File: src/design/ctcr_defines.svh
// register offsets, field positions and reset values for the charger control bank
`ifndef CTCR_DEFINES_SVH
`define CTCR_DEFINES_SVH
`define CTCR_OFS_THERM 8'h02
`define CTCR_OFS_FAST 8'h03
`define CTCR_OFS_TERM 8'h04
`define CTCR_UNMAPPED_READ 8'hFF
`define CTCR_RST_THERM_CTRL 4'h8
`define CTCR_RST_THERM_EN 1'h1
`define CTCR_RST_FAST 8'h14
`define CTCR_RST_TERM 8'h0E
`define CTCR_CODE_ALL_ONES 5'h1F
`define CTCR_LO_MAX_CODE 5'h1E
`define CTCR_HI_MAX_CODE 5'h1A
`define CTCR_LO_BASE_MA 9'h005
`define CTCR_HI_BASE_MA 9'h028
`define CTCR_HI_STEP_MA 9'h00A
`define CTCR_ZONE_NORMAL 2'h0
`define CTCR_ZONE_SUSPEND 2'h1
`define CTCR_ZONE_COOL 2'h2
`define CTCR_ZONE_WARM 2'h3
`define CTCR_BIT_EN 7
`define CTCR_BIT_CONTENT 3
`define CTCR_BIT_WAKE_M 2
`define CTCR_BIT_RESET_M 1
`define CTCR_BIT_TIMER_M 0
`define CTCR_BIT_RANGE 7
`define CTCR_BIT_DISABLE 1
`define CTCR_BIT_HIZ 0
`define CTCR_BIT_CUTOFF 1
`define CTCR_BIT_TERM_RANGE 7
`define CTCR_CODE_HI 6
`define CTCR_CODE_LO 2
`define CTCR_SYNC_W 7
`define CTCR_RST_IRQ_CONTENT 1'h1
`endif

File: src/design/ctcr_pkg.sv
// types shared by the charger control bank
package ctcr_pkg;
  // register access request from the serial engine
  typedef struct packed {
    logic wr;
    logic rd;
    logic [7:0] addr;
    logic [7:0] wdata;
  } ctcr_req_t;
  // decoded charge settings
  typedef struct packed {
    logic use_external;
    logic [8:0] current_ma;
    logic charger_disable;
    logic high_impedance;
  } ctcr_charge_t;
  typedef enum logic [1:0] {
    CTCR_SRC_REG,
    CTCR_SRC_RESISTOR,
    CTCR_SRC_FUSE
  } ctcr_src_t;
endpackage : ctcr_pkg

File: src/design/ctcr_regs.sv
// charger thermal, interrupt-mask and charge-current register bank
`timescale 1ns/1ps
`include "ctcr_defines.svh"
module ctcr_regs
  import ctcr_pkg::*;
(
  input wire logic mclk_i,
  input wire logic rst_n_i,
  input wire ctcr_req_t req_i,
  input wire logic [1:0] thermistor_zone_i,
  input wire logic thermistor_open_i,
  input wire logic fuse_open_thermistor_stop_i,
  input wire logic charge_resistor_pin_grounded_i,
  input wire logic pushbutton_wake_i,
  input wire logic pushbutton_reset_i,
  input wire logic safety_timer_fault_i,
  output logic [7:0] rdata_o,
  output logic rvalid_o,
  output logic thermistor_enable_o,
  output logic irq_with_status_o,
  output logic pushbutton_wake_o,
  output logic pushbutton_reset_o,
  output logic safety_timer_fault_o,
  output logic thermistor_stop_o,
  output logic charge_half_o,
  output logic voltage_lowered_o,
  output ctcr_charge_t charge_o,
  output logic [1:0] current_source_o,
  output logic [4:0] termination_current_code_o,
  output logic termination_range_o,
  output logic charge_cutoff_allow_o
);

  // ************************************************************
  // input synchronisers
  // ************************************************************
  wire [`CTCR_SYNC_W-1:0] async_in = {thermistor_zone_i, thermistor_open_i,
                                      charge_resistor_pin_grounded_i, pushbutton_wake_i,
                                      pushbutton_reset_i, safety_timer_fault_i};
  wire [`CTCR_SYNC_W-1:0] sync_s;

  // two flops per pin; only the second stage is read by the logic
  genvar sync_idx;
  generate
    for (sync_idx = 0; sync_idx < `CTCR_SYNC_W; sync_idx = sync_idx + 1) begin : g_sync
      logic stage1_r;
      logic stage2_r;
      always_ff @(posedge mclk_i or negedge rst_n_i) begin
        if (!rst_n_i) begin
          stage1_r <= 1'b0;
          stage2_r <= 1'b0;
        end else begin
          stage1_r <= async_in[sync_idx];
          stage2_r <= stage1_r;
        end
      end
      assign sync_s[sync_idx] = stage2_r;
    end
  endgenerate

  wire [1:0] zone_s;
  wire open_s;
  wire pin_gnd_s;
  wire wake_s;
  wire rstev_s;
  wire timer_s;
  assign {zone_s, open_s, pin_gnd_s, wake_s, rstev_s, timer_s} = sync_s;

  // ************************************************************
  // decode functions
  // ************************************************************
  // true when the reported zone equals the one asked for
  function automatic logic zone_is(input logic [1:0] zone, input logic [1:0] want);
    return zone == want;
  endfunction : zone_is

  // limits a current code to the largest legal code of its range
  function automatic logic [4:0] clamp_code(input logic [4:0] raw, input logic [4:0] limit);
    return (raw > limit) ? limit : raw;
  endfunction : clamp_code

  // ************************************************************
  // registers
  // ************************************************************
  logic therm_en_r;
  logic [3:0] therm_ctrl_r;
  logic [7:0] fast_r;
  logic [7:0] term_r;
  logic [2:0] therm_stat_r;

  wire wr_therm = req_i.wr && (req_i.addr == `CTCR_OFS_THERM);
  wire wr_fast = req_i.wr && (req_i.addr == `CTCR_OFS_FAST);
  wire wr_term = req_i.wr && (req_i.addr == `CTCR_OFS_TERM);

  always_ff @(posedge mclk_i or negedge rst_n_i) begin
    if (!rst_n_i) begin
      therm_en_r <= `CTCR_RST_THERM_EN;
      therm_ctrl_r <= `CTCR_RST_THERM_CTRL;
      fast_r <= `CTCR_RST_FAST;
      term_r <= `CTCR_RST_TERM;
    end else begin
      if (wr_therm) begin
        // status bits 6:4 are not written
        therm_en_r <= req_i.wdata[`CTCR_BIT_EN];
        therm_ctrl_r <= req_i.wdata[`CTCR_BIT_CONTENT:`CTCR_BIT_TIMER_M];
      end
      if (wr_fast) begin
        fast_r <= req_i.wdata;
      end
      if (wr_term) begin
        term_r <= req_i.wdata;
      end
    end
  end

  // ************************************************************
  // thermistor status
  // ************************************************************
  // monitoring disabled shows a normal zone and no open fault
  wire [1:0] zone_nxt = therm_en_r ? zone_s : `CTCR_ZONE_NORMAL;
  wire open_nxt = therm_en_r & open_s;

  always_ff @(posedge mclk_i or negedge rst_n_i) begin
    if (!rst_n_i) begin
      therm_stat_r <= 3'h0;
    end else begin
      therm_stat_r <= {zone_nxt, open_nxt};
    end
  end

  wire [1:0] stat_zone;
  wire stat_open;
  assign {stat_zone, stat_open} = therm_stat_r;

  // ************************************************************
  // charge current decode
  // ************************************************************
  wire range_hi = fast_r[`CTCR_BIT_RANGE];
  wire [4:0] code = fast_r[`CTCR_CODE_HI:`CTCR_CODE_LO];
  wire code_ext = (code == `CTCR_CODE_ALL_ONES);
  wire [4:0] lo_code = clamp_code(code, `CTCR_LO_MAX_CODE);
  wire [4:0] hi_code = clamp_code(code, `CTCR_HI_MAX_CODE);
  wire [8:0] lo_ma = `CTCR_LO_BASE_MA + {4'h0, lo_code};
  wire [8:0] hi_mul = 9'(hi_code * `CTCR_HI_STEP_MA);
  wire [8:0] hi_ma = `CTCR_HI_BASE_MA + hi_mul;
  // all-ones code: external resistor unless its pin is grounded, then fuse default; other codes: register
  wire [1:0] src_nxt = !code_ext ? CTCR_SRC_REG :
                       (pin_gnd_s ? CTCR_SRC_FUSE : CTCR_SRC_RESISTOR);

  ctcr_charge_t charge_nxt;
  assign charge_nxt.use_external = code_ext;
  assign charge_nxt.current_ma = code_ext ? 9'h000 : (range_hi ? hi_ma : lo_ma);
  assign charge_nxt.charger_disable = fast_r[`CTCR_BIT_DISABLE];
  assign charge_nxt.high_impedance = fast_r[`CTCR_BIT_HIZ];

  // ************************************************************
  // read mux
  // ************************************************************
  wire [7:0] therm_rd = {therm_en_r, therm_stat_r, therm_ctrl_r};
  wire [7:0] rdata_nxt = (req_i.addr == `CTCR_OFS_THERM) ? therm_rd :
                         (req_i.addr == `CTCR_OFS_FAST) ? fast_r :
                         (req_i.addr == `CTCR_OFS_TERM) ? term_r : `CTCR_UNMAPPED_READ;

  // ************************************************************
  // output next values
  // ************************************************************
  wire wake_nxt = wake_s & ~therm_ctrl_r[`CTCR_BIT_WAKE_M];
  wire rstev_nxt = rstev_s & ~therm_ctrl_r[`CTCR_BIT_RESET_M];
  wire timer_nxt = timer_s & ~therm_ctrl_r[`CTCR_BIT_TIMER_M];
  // an open thermistor stops charging only when the fuse option allows it
  wire stop_nxt = (stat_open & fuse_open_thermistor_stop_i) |
                  zone_is(stat_zone, `CTCR_ZONE_SUSPEND);
  wire half_nxt = zone_is(stat_zone, `CTCR_ZONE_COOL);
  wire lowered_nxt = zone_is(stat_zone, `CTCR_ZONE_WARM);
  wire [4:0] term_code_nxt = term_r[`CTCR_CODE_HI:`CTCR_CODE_LO];

  // ************************************************************
  // read port
  // ************************************************************
  always_ff @(posedge mclk_i or negedge rst_n_i) begin
    if (!rst_n_i) begin
      rvalid_o <= 1'b0;
    end else begin
      rvalid_o <= req_i.rd;
    end
  end

  // read data holds until the next read
  always_ff @(posedge mclk_i or negedge rst_n_i) begin
    if (!rst_n_i) begin
      rdata_o <= '0;
    end else if (req_i.rd) begin
      rdata_o <= rdata_nxt;
    end
  end

  // ************************************************************
  // thermistor control and event masks
  // ************************************************************
  always_ff @(posedge mclk_i or negedge rst_n_i) begin
    if (!rst_n_i) begin
      thermistor_enable_o <= `CTCR_RST_THERM_EN;
    end else begin
      thermistor_enable_o <= therm_en_r;
    end
  end

  always_ff @(posedge mclk_i or negedge rst_n_i) begin
    if (!rst_n_i) begin
      irq_with_status_o <= `CTCR_RST_IRQ_CONTENT;
    end else begin
      irq_with_status_o <= therm_ctrl_r[`CTCR_BIT_CONTENT];
    end
  end

  always_ff @(posedge mclk_i or negedge rst_n_i) begin
    if (!rst_n_i) begin
      pushbutton_wake_o <= 1'b0;
    end else begin
      pushbutton_wake_o <= wake_nxt;
    end
  end

  always_ff @(posedge mclk_i or negedge rst_n_i) begin
    if (!rst_n_i) begin
      pushbutton_reset_o <= 1'b0;
    end else begin
      pushbutton_reset_o <= rstev_nxt;
    end
  end

  always_ff @(posedge mclk_i or negedge rst_n_i) begin
    if (!rst_n_i) begin
      safety_timer_fault_o <= 1'b0;
    end else begin
      safety_timer_fault_o <= timer_nxt;
    end
  end

  // ************************************************************
  // thermistor zone actions
  // ************************************************************
  always_ff @(posedge mclk_i or negedge rst_n_i) begin
    if (!rst_n_i) begin
      thermistor_stop_o <= 1'b0;
    end else begin
      thermistor_stop_o <= stop_nxt;
    end
  end

  always_ff @(posedge mclk_i or negedge rst_n_i) begin
    if (!rst_n_i) begin
      charge_half_o <= 1'b0;
    end else begin
      charge_half_o <= half_nxt;
    end
  end

  always_ff @(posedge mclk_i or negedge rst_n_i) begin
    if (!rst_n_i) begin
      voltage_lowered_o <= 1'b0;
    end else begin
      voltage_lowered_o <= lowered_nxt;
    end
  end

  // ************************************************************
  // charge settings
  // ************************************************************
  always_ff @(posedge mclk_i or negedge rst_n_i) begin
    if (!rst_n_i) begin
      charge_o <= '0;
    end else begin
      charge_o <= charge_nxt;
    end
  end

  always_ff @(posedge mclk_i or negedge rst_n_i) begin
    if (!rst_n_i) begin
      current_source_o <= CTCR_SRC_REG;
    end else begin
      current_source_o <= src_nxt;
    end
  end

  // ************************************************************
  // termination settings
  // ************************************************************
  always_ff @(posedge mclk_i or negedge rst_n_i) begin
    if (!rst_n_i) begin
      termination_current_code_o <= '0;
    end else begin
      termination_current_code_o <= term_code_nxt;
    end
  end

  always_ff @(posedge mclk_i or negedge rst_n_i) begin
    if (!rst_n_i) begin
      termination_range_o <= 1'b0;
    end else begin
      termination_range_o <= term_r[`CTCR_BIT_TERM_RANGE];
    end
  end

  always_ff @(posedge mclk_i or negedge rst_n_i) begin
    if (!rst_n_i) begin
      charge_cutoff_allow_o <= 1'b0;
    end else begin
      charge_cutoff_allow_o <= term_r[`CTCR_BIT_CUTOFF];
    end
  end

endmodule : ctcr_regs

File: config.mk
export PLATFORM = sky130hd
export DESIGN_NAME = ctcr_regs
export DESIGN_NICKNAME = d
export VERILOG_FILES = /design/src/design/ctcr_pkg.sv /design/src/design/ctcr_regs.sv
export VERILOG_INCLUDE_DIRS = /design/src /design/src/design
export SDC_FILE = /design/constraint.sdc
export NUM_CORES = 1
export LEC_CHECK = 0
export ABC_AREA = 1
export BUFFER_PORTS_ARGS = -buffer_cell sky130_fd_sc_hd__buf_2
export CAP_MARGIN = 10
export CORE_UTILIZATION = 55
export CTS_BUF_LIST = sky130_fd_sc_hd__clkbuf_2
export CTS_CLUSTER_SIZE = 10
export DETAILED_ROUTE_END_ITERATION = 7
export GPL_TIMING_DRIVEN = 0
export PLACE_DENSITY_LB_ADDON = 0.2
export REMOVE_ABC_BUFFERS = 1
export SYNTH_ARGS = -nofsm -noshare
export SYNTH_HDL_FRONTEND = slang
export SYNTH_SLANG_ARGS = --single-unit
File: constraint.sdc
create_clock -name mclk_i -period 2.9 [get_ports mclk_i]
set_input_delay 0.725 -clock mclk_i [delete_from_list [all_inputs] [get_ports mclk_i]]
set_output_delay 0.725 -clock mclk_i [all_outputs]
set_load 0.02 [all_outputs]
==> results of run 1 <==
==> routing by layer <==
layer  up-vias  wire length, µm
met5         -                0
met4         0              108
met3         7              301
met2        70             2893
met1      1022             2476
li1       1097                -
==> per-stage QoR <==
stage	hold slack [ps]	worst slack, ps
2_1_floorplan	331.2	656.7
3_3_place_gp	332.7	453.5
3_5_place_dp	337.9	432.8
4_1_cts	249.0	391.9
5_1_grt	238.3	153.8
6_report	291.9	401.5
==> power by group <==
part           leakage [µW]  switching [µW]  internal [µW]
logic              0.000913             130           67.9
registers          0.000947            29.2           1120
clock network     0.0000862             391            294
==> worst reg2reg max path: cells and delay by family, from the launching register on <==
| family | cells | cell delay [ps] |
|---|---|---|
| xor gates and xnor gates | 1 | 180 |
| buffers and inverters | 2 | 170 |
| and+or+nand+nor | 6 | 580 |
| adders and majority gates | 3 | 850 |
| AOI/OAI and AO/OA | 1 | 140 |
| DFF | 1 | 530 |
==> sequential cells by signal, indices dropped and copies added (netlist names), 2 cells and up <==
| register | count |
|---|---|
| charge_o | 12 |
| therm_stat_r | 3 |
| rdata_o | 8 |
| g_sync.stage1_r | 7 |
| termination_current_code_o | 5 |
| g_sync.stage2_r | 7 |
| term_r | 8 |
| therm_ctrl_r | 4 |
| fast_r | 8 |
| current_source_o | 2 |
==> layout make-up <==
| cell class | instances | area [µm²] | area share |
|---|---|---|---|
| sequential | 76 | 1913 | 0.5276 |
| multi-input combinational | 174 | 991.0 | 0.2733 |
| timing repair buffer | 65 | 327.8 | 0.09041 |
| inverter | 43 | 161.4 | 0.04451 |
| clock inverter | 7 | 97.59 | 0.02692 |
| tap | 72 | 90.09 | 0.02484 |
| clock buffer | 9 | 45.04 | 0.01242 |
==> worst paths after layout <==
path | startpoint | end | slack (ps)
min in group mclk_i | charge_resistor_pin_grounded_i | g_sync[3].stage1_r$_DFF_PN0_ | 300
max reg2reg | fast_r[5]$_DFFE_PN0P_ | charge_o[9]$_DFF_PN0_ | 400
max | fast_r[5]$_DFFE_PN0P_ | charge_o[9]$_DFF_PN0_ | 400
min reg2reg | g_sync[2].stage1_r$_DFF_PN0_ | g_sync[2].stage2_r$_DFF_PN0_ | 380
max in group asynchronous | rst_n_i | safety_timer_fault_o$_DFF_PN0_ | 2010
min | rst_n_i | charge_o[10]$_DFF_PN0_ | 290
==> logic make-up after synthesis <==
logic type,count (synthesis),share of synthesized area
AOI/OAI and AO/OA,53,0.1077
xor gates and xnor gates,4,0.01126
adders and majority gates,7,0.03055
buffers and inverters,51,0.06712
DFF,76,0.6146
and+or+nand+nor,110,0.1688
==> cell usage in the layout (no fill, tap or decap) <==
cell	instances
nand3b_1	7
clkbuf_2	9
a31oi_1	1
nand3_2	1
nand2_1	69
o22ai_1	1
nor2_2	1
nand3_4	1
inv_6	2
buf_4	1
nor4_4	1
inv_8	1
xor2_1	3
dfstp_2	9
bufinv_16	2
buf_2	64
o21ai_2	16
inv_1	43
xnor2_1	1
nand3_1	8
nand2_2	1
o21ai_0	15
clkinv_2	1
clkinv_1	1
a21oi_1	11
nor3_1	1
or2_4	1
o211ai_1	3
dfrtp_1	67
fa_1	1
ha_1	6
nor2_1	16
nor3_4	2
o21ai_1	6
or2_2	1
==> metrics.txt, run 1 <==
status=completed; PortBufs=65; global placement routability congestion=0.8027; Total Routing Usage GR=0.2186; GRT overflow=0; Layout area overhead=16.48%; post-synthesis cell type count=30; Area contributors post-synth=dfrtp_1 (54%), nand2_1 (8.3%), dfstp_2 (7.6%); cts hold-fix bufs=0; vias in the first global route=2,179; Post-synth EDFFs=0; Mean Syn Cell Area=between 10 and 15 µm²; routed vias/inst=4.924; n_diodes=0; # resized after CTS=0; worst clock skew=roughly 16 ps; CTS H-tree depth=3; Core Region=0.005473 mm²; top_reg_cell synth=dfrtp_1; final non-filler cell total=~450; Filler cells=approximately 440; grt peak-use layer=met2; die span in y=77.23 µm; min-delay worst type=in -> async; WP data arrival=2980 ps; cell accounting for the most synthesized area=dfrtp_1; Tot Pwr=2029 µW; Initial Util=0.5688; Setup CP Type=reg -> reg; Clock Latency Late Sink=520 ps; sequential share of the synthesized area=0.6145; CP max-delay cell=dfrtp_1; Layout Utilization=0.6626; share of the synthesized area in the top cell type=0.5386; power density over the cells=559.6 mW/mm²; first-pass GRT wire length=9.756 mm; CP delay by family, top=adder cells; CTS tree=done; TritonCTS Buffers=9; vias post-DR=2,196; Final Setup Violations=0; met1 GRT Util=0.2689; antenna violations before repair=0; final worst path period share=0.8616; critical path cell sequence=nand2_1, inv_1, nand2_1, nand2_1, ha_1, ha_1, fa_1, nand2_1, inv_1, nor2_1, o21ai_0, xor2_1, nor2_1; Slew Viols, Final=0; Placed Area=0.003483 mm²; placed insts=430; Setup TNS Final=0 ps; largest net degree at the start of global routing=77; post-synthesis async set-or-reset flop share=1.000; Crit path top cell by count=nand2_1; crit path capture type=register; mapped cell area=0.003113 mm²; final hold viol count=0; CP required=3380 ps; Max stage delay on crit path=530 ps; Slew headroom=0.3915; fin area=between 0.003 and 0.004 mm²; WL/cell=12.96 µm; Die Wd=between 70 and 80 µm; Max clock buf depth=2; GR Util met2=0.3584; Final #Nets=404; CTS sink count=76; crit-path max FO=7; Worst-path clk slew=220 ps; DP HPWL=~3.9 mm; met3 usage=0.04048; Slew @ Worst Pin=912.7 ps; Row Count=27; CTS root buf=clkbuf_2; startpoint class of the critical path=register; ANT nets after route=0; max frequency=roughly 400 MHz; most frequent cell after synthesis=nand2_1; post-synthesis cell count=around 300; DRC=0; maximum VDD drop=0.0003249 V; post-CTS setup repair buffer count=0; yosys warns=0; RSZ-0062 raised after global routing=no; WP buf/inv=2; critical path depth=13; total wire length=5.780 mm; P_leak=0.001946 µW; I/O pin cnt=66; MaxCap Viol Count=0; Yosys reg bits=76; Worst R2R Path Depth=13; layout cell share with drive strength beyond 1=0.3048; min Tclk post-route=2499 ps; Die Area=about 0.0060 mm²; drt first pass iters=4; Post-synth top cells=nand2_1 (69), dfrtp_1 (67), inv_1 (43); DRT iter0 DRCs=100
No activity file was read; power rests on OpenSTA's default activity.
==> run 2, diff against run 1 <==
--- a/config.mk
+++ b/config.mk
@@ -9,7 +9,9 @@
 export ABC_AREA = 1
 export BUFFER_PORTS_ARGS = -buffer_cell sky130_fd_sc_hd__buf_2
 export CAP_MARGIN = 10
-export CORE_UTILIZATION = 55
+export CELL_PAD_IN_SITES_DETAIL_PLACEMENT = 1
+export CELL_PAD_IN_SITES_GLOBAL_PLACEMENT = 1
+export CORE_UTILIZATION = 43
 export CTS_BUF_LIST = sky130_fd_sc_hd__clkbuf_2
 export CTS_CLUSTER_SIZE = 10
 export DETAILED_ROUTE_END_ITERATION = 7
==> metrics.txt, run 2 (synthesis results as in run 1) <==
status=completed; M1 wire length=2.952 mm; CP max-delay cell=dfrtp_1; Slew Viols, Final=0; Slew headroom=0.6642; Core Region=between 0.006 and 0.007 mm²; commonest non-fill, non-tap cells in the layout=nand2_1 (69), dfrtp_1 (67), buf_2 (64), inv_1 (43); power density over the cells=532.4 mW/mm²; layout cell share with drive strength beyond 1=0.3067; commonest non-fill, non-tap cell in the layout=nand2_1; min Tclk post-route=2655 ps; total wire length=slightly below 7 mm; Layout area overhead=17.28%; maximum VDD drop=0.0003308 V; routed vias/inst=4.845; CTS tree=done; DR WL met2=3.532 mm; global placement routability congestion=around 0.76; ANT nets after route=0; Placement Setup Slack=~260 ps; WL/cell=14.58 µm; first-pass GRT wire length=11.47 mm; Worst-path clk slew=220 ps; DRC=0; antenna violations before repair=0; crit-path max FO=8; Setup TNS Final=0 ps; top routing layer in use=met4; Initial Util=0.4507; Row Count=30; final hold viol count=0; vias post-DR=2,282; cts hold-fix bufs=0; Slew @ Worst Pin=500.0 ps; I/O pin cnt=66; post-CTS setup repair buffer count=0; RSZ-0062 raised after global routing=no; Die Area=0.007584 mm²; P_leak=0.001939 µW; largest net degree at the start of global routing=42; Final WS setup=between 200 and 250 ps; register area=about 0.0019 mm²; Die Wd=~87 µm; min-delay worst type=in -> async; WP data arrival=3110 ps; Max stage delay on crit path=~570 ps; max FFs per register=12; Setup CP Type=reg -> reg; MaxCap Viol Count=0; startpoint class of the critical path=register; CTS sink count=76; max frequency=376.7 MHz; final worst path period share=0.9154; CP required=between 3000 and 4000 ps; Largest Register=charge_o; Crit path top cell by count=nand2_1; CTS H-tree depth=3; DP HPWL=5.075 mm; Final Setup Violations=0; multi-input logic area=991.0 µm²; n_diodes=0; Clock Latency Late Sink=520 ps; Final #Nets=405; worst clock skew=23.49 ps; WL met3=248 µm; crit path capture type=register; Max clock buf depth=2; Filler cells=around 840; die span in y=87.09 µm; GRT overflow=0; PortBufs=65; critical path cell sequence=nand2_1, inv_1, nand2_1, nand2_1, ha_1, ha_1, fa_1, nand2_1, inv_1, nor2_1, o21ai_0, xor2_1, nor2_1; CTS root buf=clkbuf_2; # resized after CTS=0; TritonCTS Buffers=9; vias in the first global route=2,399; Total Routing Usage GR=0.2064; worst hold margin=125.6 ps; drt first pass iters=4; DRT iter0 DRCs=64
-- run 2: layout make-up --
type	count	share of cell area
clock inverters	7	0.01988
multi-input cells	174	0.2714
inverters	43	0.04421
clock buffers	9	0.01234
well taps	96	0.03290
flip-flops and latches	76	0.5240
repair buffers	66	0.09527
-- run 2: worst paths after layout --
| check | start | to | slack [ps] | cells past startpoint |
|---|---|---|---|---|
| worst max register to register | fast_r[6]$_DFFE_PN0P_ | charge_o[9]$_DFF_PN0_ | 250 | 13 |
| worst min register to register | g_sync[2].stage1_r$_DFF_PN0_ | g_sync[2].stage2_r$_DFF_PN0_ | 380 | 0 |
| min in group mclk_i | safety_timer_fault_i | g_sync[0].stage1_r$_DFF_PN0_ | 290 | 1 |
| worst max-delay path | fast_r[6]$_DFFE_PN0P_ | charge_o[9]$_DFF_PN0_ | 250 | 13 |
| worst min-delay path | rst_n_i | rdata_o[0]$_DFFE_PN0P_ | 130 | 1 |
| max in group asynchronous | rst_n_i | thermistor_enable_o$_DFF_PN1_ | 2150 | 2 |
-- run 2: through the flow --
stage / std cells / instance area, µm² / total power [µW] / utilization
after CTS: 471 / 3651 / 1971 / 0.5286
after global placement: 454 / 3511 / 1362 / 0.5083
after floorplan: 293 / 3065 / 1273 / -
final: 471 / 3651 / 1944 / 0.5286
after detailed placement: 455 / 3533 / 1377 / 0.5116
after global routing: 471 / 3651 / 2039 / 0.5286
-- run 2: layer usage --
layer / vias up / global-route usage
met3: 14 / 0.05592
met1: 1124 / 0.2514
met4: 0 / 0.08636
li1: 1092 / -
met2: 52 / 0.3465
met5: - / 0
-- run 2: where the power goes --
group          leakage [µW]  internal [µW]  total [µW]  switching, µW
combinational      0.000922           70.9         208            137
sequential         0.000947           1120        1150           29.9
clock             0.0000703            202         589            387
total               0.00194           1390        1940            554
-- run 2: worst max-delay path: cells and delay by family, from the launching register on --
kind / cells / cell delay [ps]
adder cells (fa/ha/maj): 3 / 860
buffers and inverters: 2 / 170
XOR/XNOR: 1 / 190
AO/OA/AOI/OAI: 1 / 160
flip-flops: 1 / 570
AND/OR/NAND/NOR: 6 / 630
==> run 3, diff against run 2 <==
--- a/config.mk
+++ b/config.mk
@@ -6,12 +6,11 @@
 export SDC_FILE = /design/constraint.sdc
 export NUM_CORES = 1
 export LEC_CHECK = 0
-export ABC_AREA = 1
 export BUFFER_PORTS_ARGS = -buffer_cell sky130_fd_sc_hd__buf_2
 export CAP_MARGIN = 10
 export CELL_PAD_IN_SITES_DETAIL_PLACEMENT = 1
 export CELL_PAD_IN_SITES_GLOBAL_PLACEMENT = 1
-export CORE_UTILIZATION = 43
+export CORE_UTILIZATION = 45
 export CTS_BUF_LIST = sky130_fd_sc_hd__clkbuf_2
 export CTS_CLUSTER_SIZE = 10
 export DETAILED_ROUTE_END_ITERATION = 7
==> metrics.txt, run 3 <==
status=complete, but fails checks; failing checks=design-rule violations; Layout Utilization=0.5610; max frequency=372.1 MHz; GR Util met2=0.3141; commonest non-fill, non-tap cell in the layout=dfrtp_1; routed vias/inst=5.355; Setup crit start=fast_r[4]$_DFFE_PN1P_; Initial Util=0.4762; CP required=3340 ps; WL/cell=between 15 and 20 µm; die span in y=84.67 µm; TritonCTS Buffers=9; Core Region=between 0.006 and 0.007 mm²; share of the synthesized area in the top cell type=0.5452; Setup TNS Final=0 ps; PortBufs=65; Synth Area in Simple Gates=0.1058; adder-cell share of the synthesized area=0.03092; commonest non-fill, non-tap cells in the layout=dfrtp_1 (66), buf_2 (64), mux2_2 (21), nor2_1 (13); Die Area=0.007169 mm²; grt peak-use layer=met2; first-pass GRT wire length=around 10 mm; final hold viol count=0; Reg-to-Reg Start=fast_r[4]$_DFFE_PN1P_; RSZ-0062 raised after global routing=no; maximum VDD drop=0.0004102 V; Row Count=29; Post-synth top cells=dfrtp_1 (67), mux2_2 (21), nor2_1 (13); Placement Setup Slack=101.1 ps; global placement routability congestion=around 0.72; Largest Register=charge_o; I/O pin cnt=between 60 and 70; total wire length=6.478 mm; DP HPWL=4.447 mm; max FFs per register=12; most frequent cell after synthesis=dfrtp_1; met3 usage=0.06096; largest family of logic cells by synthesized area=multiplexers; Mean Syn Cell Area=13.26 µm²; startpoint class of the critical path=register; Slew Viols, Final=0; CTS H-tree depth=3; power density over the cells=555.1 mW/mm²; DRC=4; Total Routing Usage GR=0.1967; Post-synth EDFFs=0; Yosys reg bits=76; Max clock buf depth=2; P_leak=0.001821 µW; Synth Area in XOR/XNOR=0.02441; Slew @ Worst Pin=793.4 ps; yosys warns=0; post-synthesis cell count=232; Setup CP Type=reg -> reg; post-synthesis cell type count=43; worst hold margin=106.4 ps; Slew headroom=0.4700; Synth Area in Compound Gates=0.08544; CTS sink count=76; mux cell area share after synthesis=0.1062; vias in the first global route=approximately 2,000; met1 GRT Util=0.2632; antenna violations before repair=0; vias post-DR=2,019; CTS tree=done; worst clock skew=21.22 ps; Clock Latency Late Sink=510 ps; MaxCap Viol Count=0; Area contributors post-synth=dfrtp_1 (55%), dfstp_2 (7.7%), mux2_2 (7.7%); CTS root buf=clkbuf_2; crit-path max FO=12; final worst path period share=0.9266; DRT iter0 DRCs=80; WP data arrival=3130 ps; top_reg_cell synth=dfrtp_1; layout cell share with drive strength beyond 1=0.3900; cell accounting for the most synthesized area=dfrtp_1; post-synthesis async set-or-reset flop share=1.000; n_diodes=0; GRT overflow=0; Final WS setup=212.9 ps; sequential share of the synthesized area=0.6221; Worst-path clk slew=230 ps; min-delay worst type=in -> async; min Tclk post-route=2687 ps; ANT nets after route=0; Die Wd=84.67 µm; mapped cell area=0.003075 mm²; largest net degree at the start of global routing=48; cts hold-fix bufs=0; Layout area overhead=17.82%; crit path capture type=register; Final Setup Violations=0; Final #Nets=330; drt first pass iters=8
[run 3: cell count changes after synthesis, moves of 9 or more]
cell,change
mux2i_1,+9
nand2_1,-62
o21ai_0,-10
inv_1,-40
mux2_2,+21
o21ai_2,-16
[run 3: area by class of cell]
| type | instances | area, µm² |
|---|---|---|
| clock buffers | 9 | 45.04 |
| clock inverters | 7 | 105.1 |
| fillers | 705 | 2835 |
| inverters | 3 | 11.26 |
| multi-input cells | 138 | 1085 |
| flip-flops and latches | 76 | 1918 |
| well taps | 77 | 96.34 |
| repair buffers | 67 | 362.8 |
[run 3: critical path, stage by stage (launching register included)]
cell,delay (ps)
dfstp_4,720
nand3_1,110
nand2b_1,100
ha_1,230
ha_1,230
fa_1,550
a311oi_1,80
or4b_1,500
o21ai_1,120
[run 3: cell families after synthesis]
logic type | count (synthesis)
compound gates | 36
xor+xnor | 7
fa+ha+maj | 7
buf+inv | 18
flops | 76
mux | 30
simple gates | 58
[run 3: through the flow]
stage / instances / total power, µW / area (µm²)
final: 377 / 2011 / 3623
after global routing: 377 / 2107 / 3623
after CTS: 376 / 2043 / 3611
after detailed placement: 360 / 1348 / 3461
after global placement: 359 / 1335 / 3431
after floorplan: 217 / 1250 / 3009
[run 3: repair_timing]
item	4_1_cts	5_1_grt
buffers inserted	0	1
gates resized for setup	0	2
setup endpoints to repair	0	3
[run 3: worst paths after layout]
path	endpoint	slack (ps)	cells after the start
hold reg to reg	g_sync[1].stage2_r$_DFF_PN0_	380	0
hold / removal	term_r[4]$_DFFE_PN0P_	110	1
max in group asynchronous	fast_r[2]$_DFFE_PN1P_	2180	2
setup reg to reg	charge_o[10]$_DFF_PN0_	210	8
min in group mclk_i	g_sync[6].stage1_r$_DFF_PN0_	300	1
setup / recovery	charge_o[10]$_DFF_PN0_	210	8
[run 3: routing by layer]
metal	wire length, µm	up-vias
met4	62	0
met3	312	6
met1	3028	1018
met5	0	-
li1	-	937
met2	3074	58
[run 3: power by group]
part	internal, µW	switching [µW]
clock	299	384
sequential	1110	33.9
combinational	78.0	105
total	1490	523
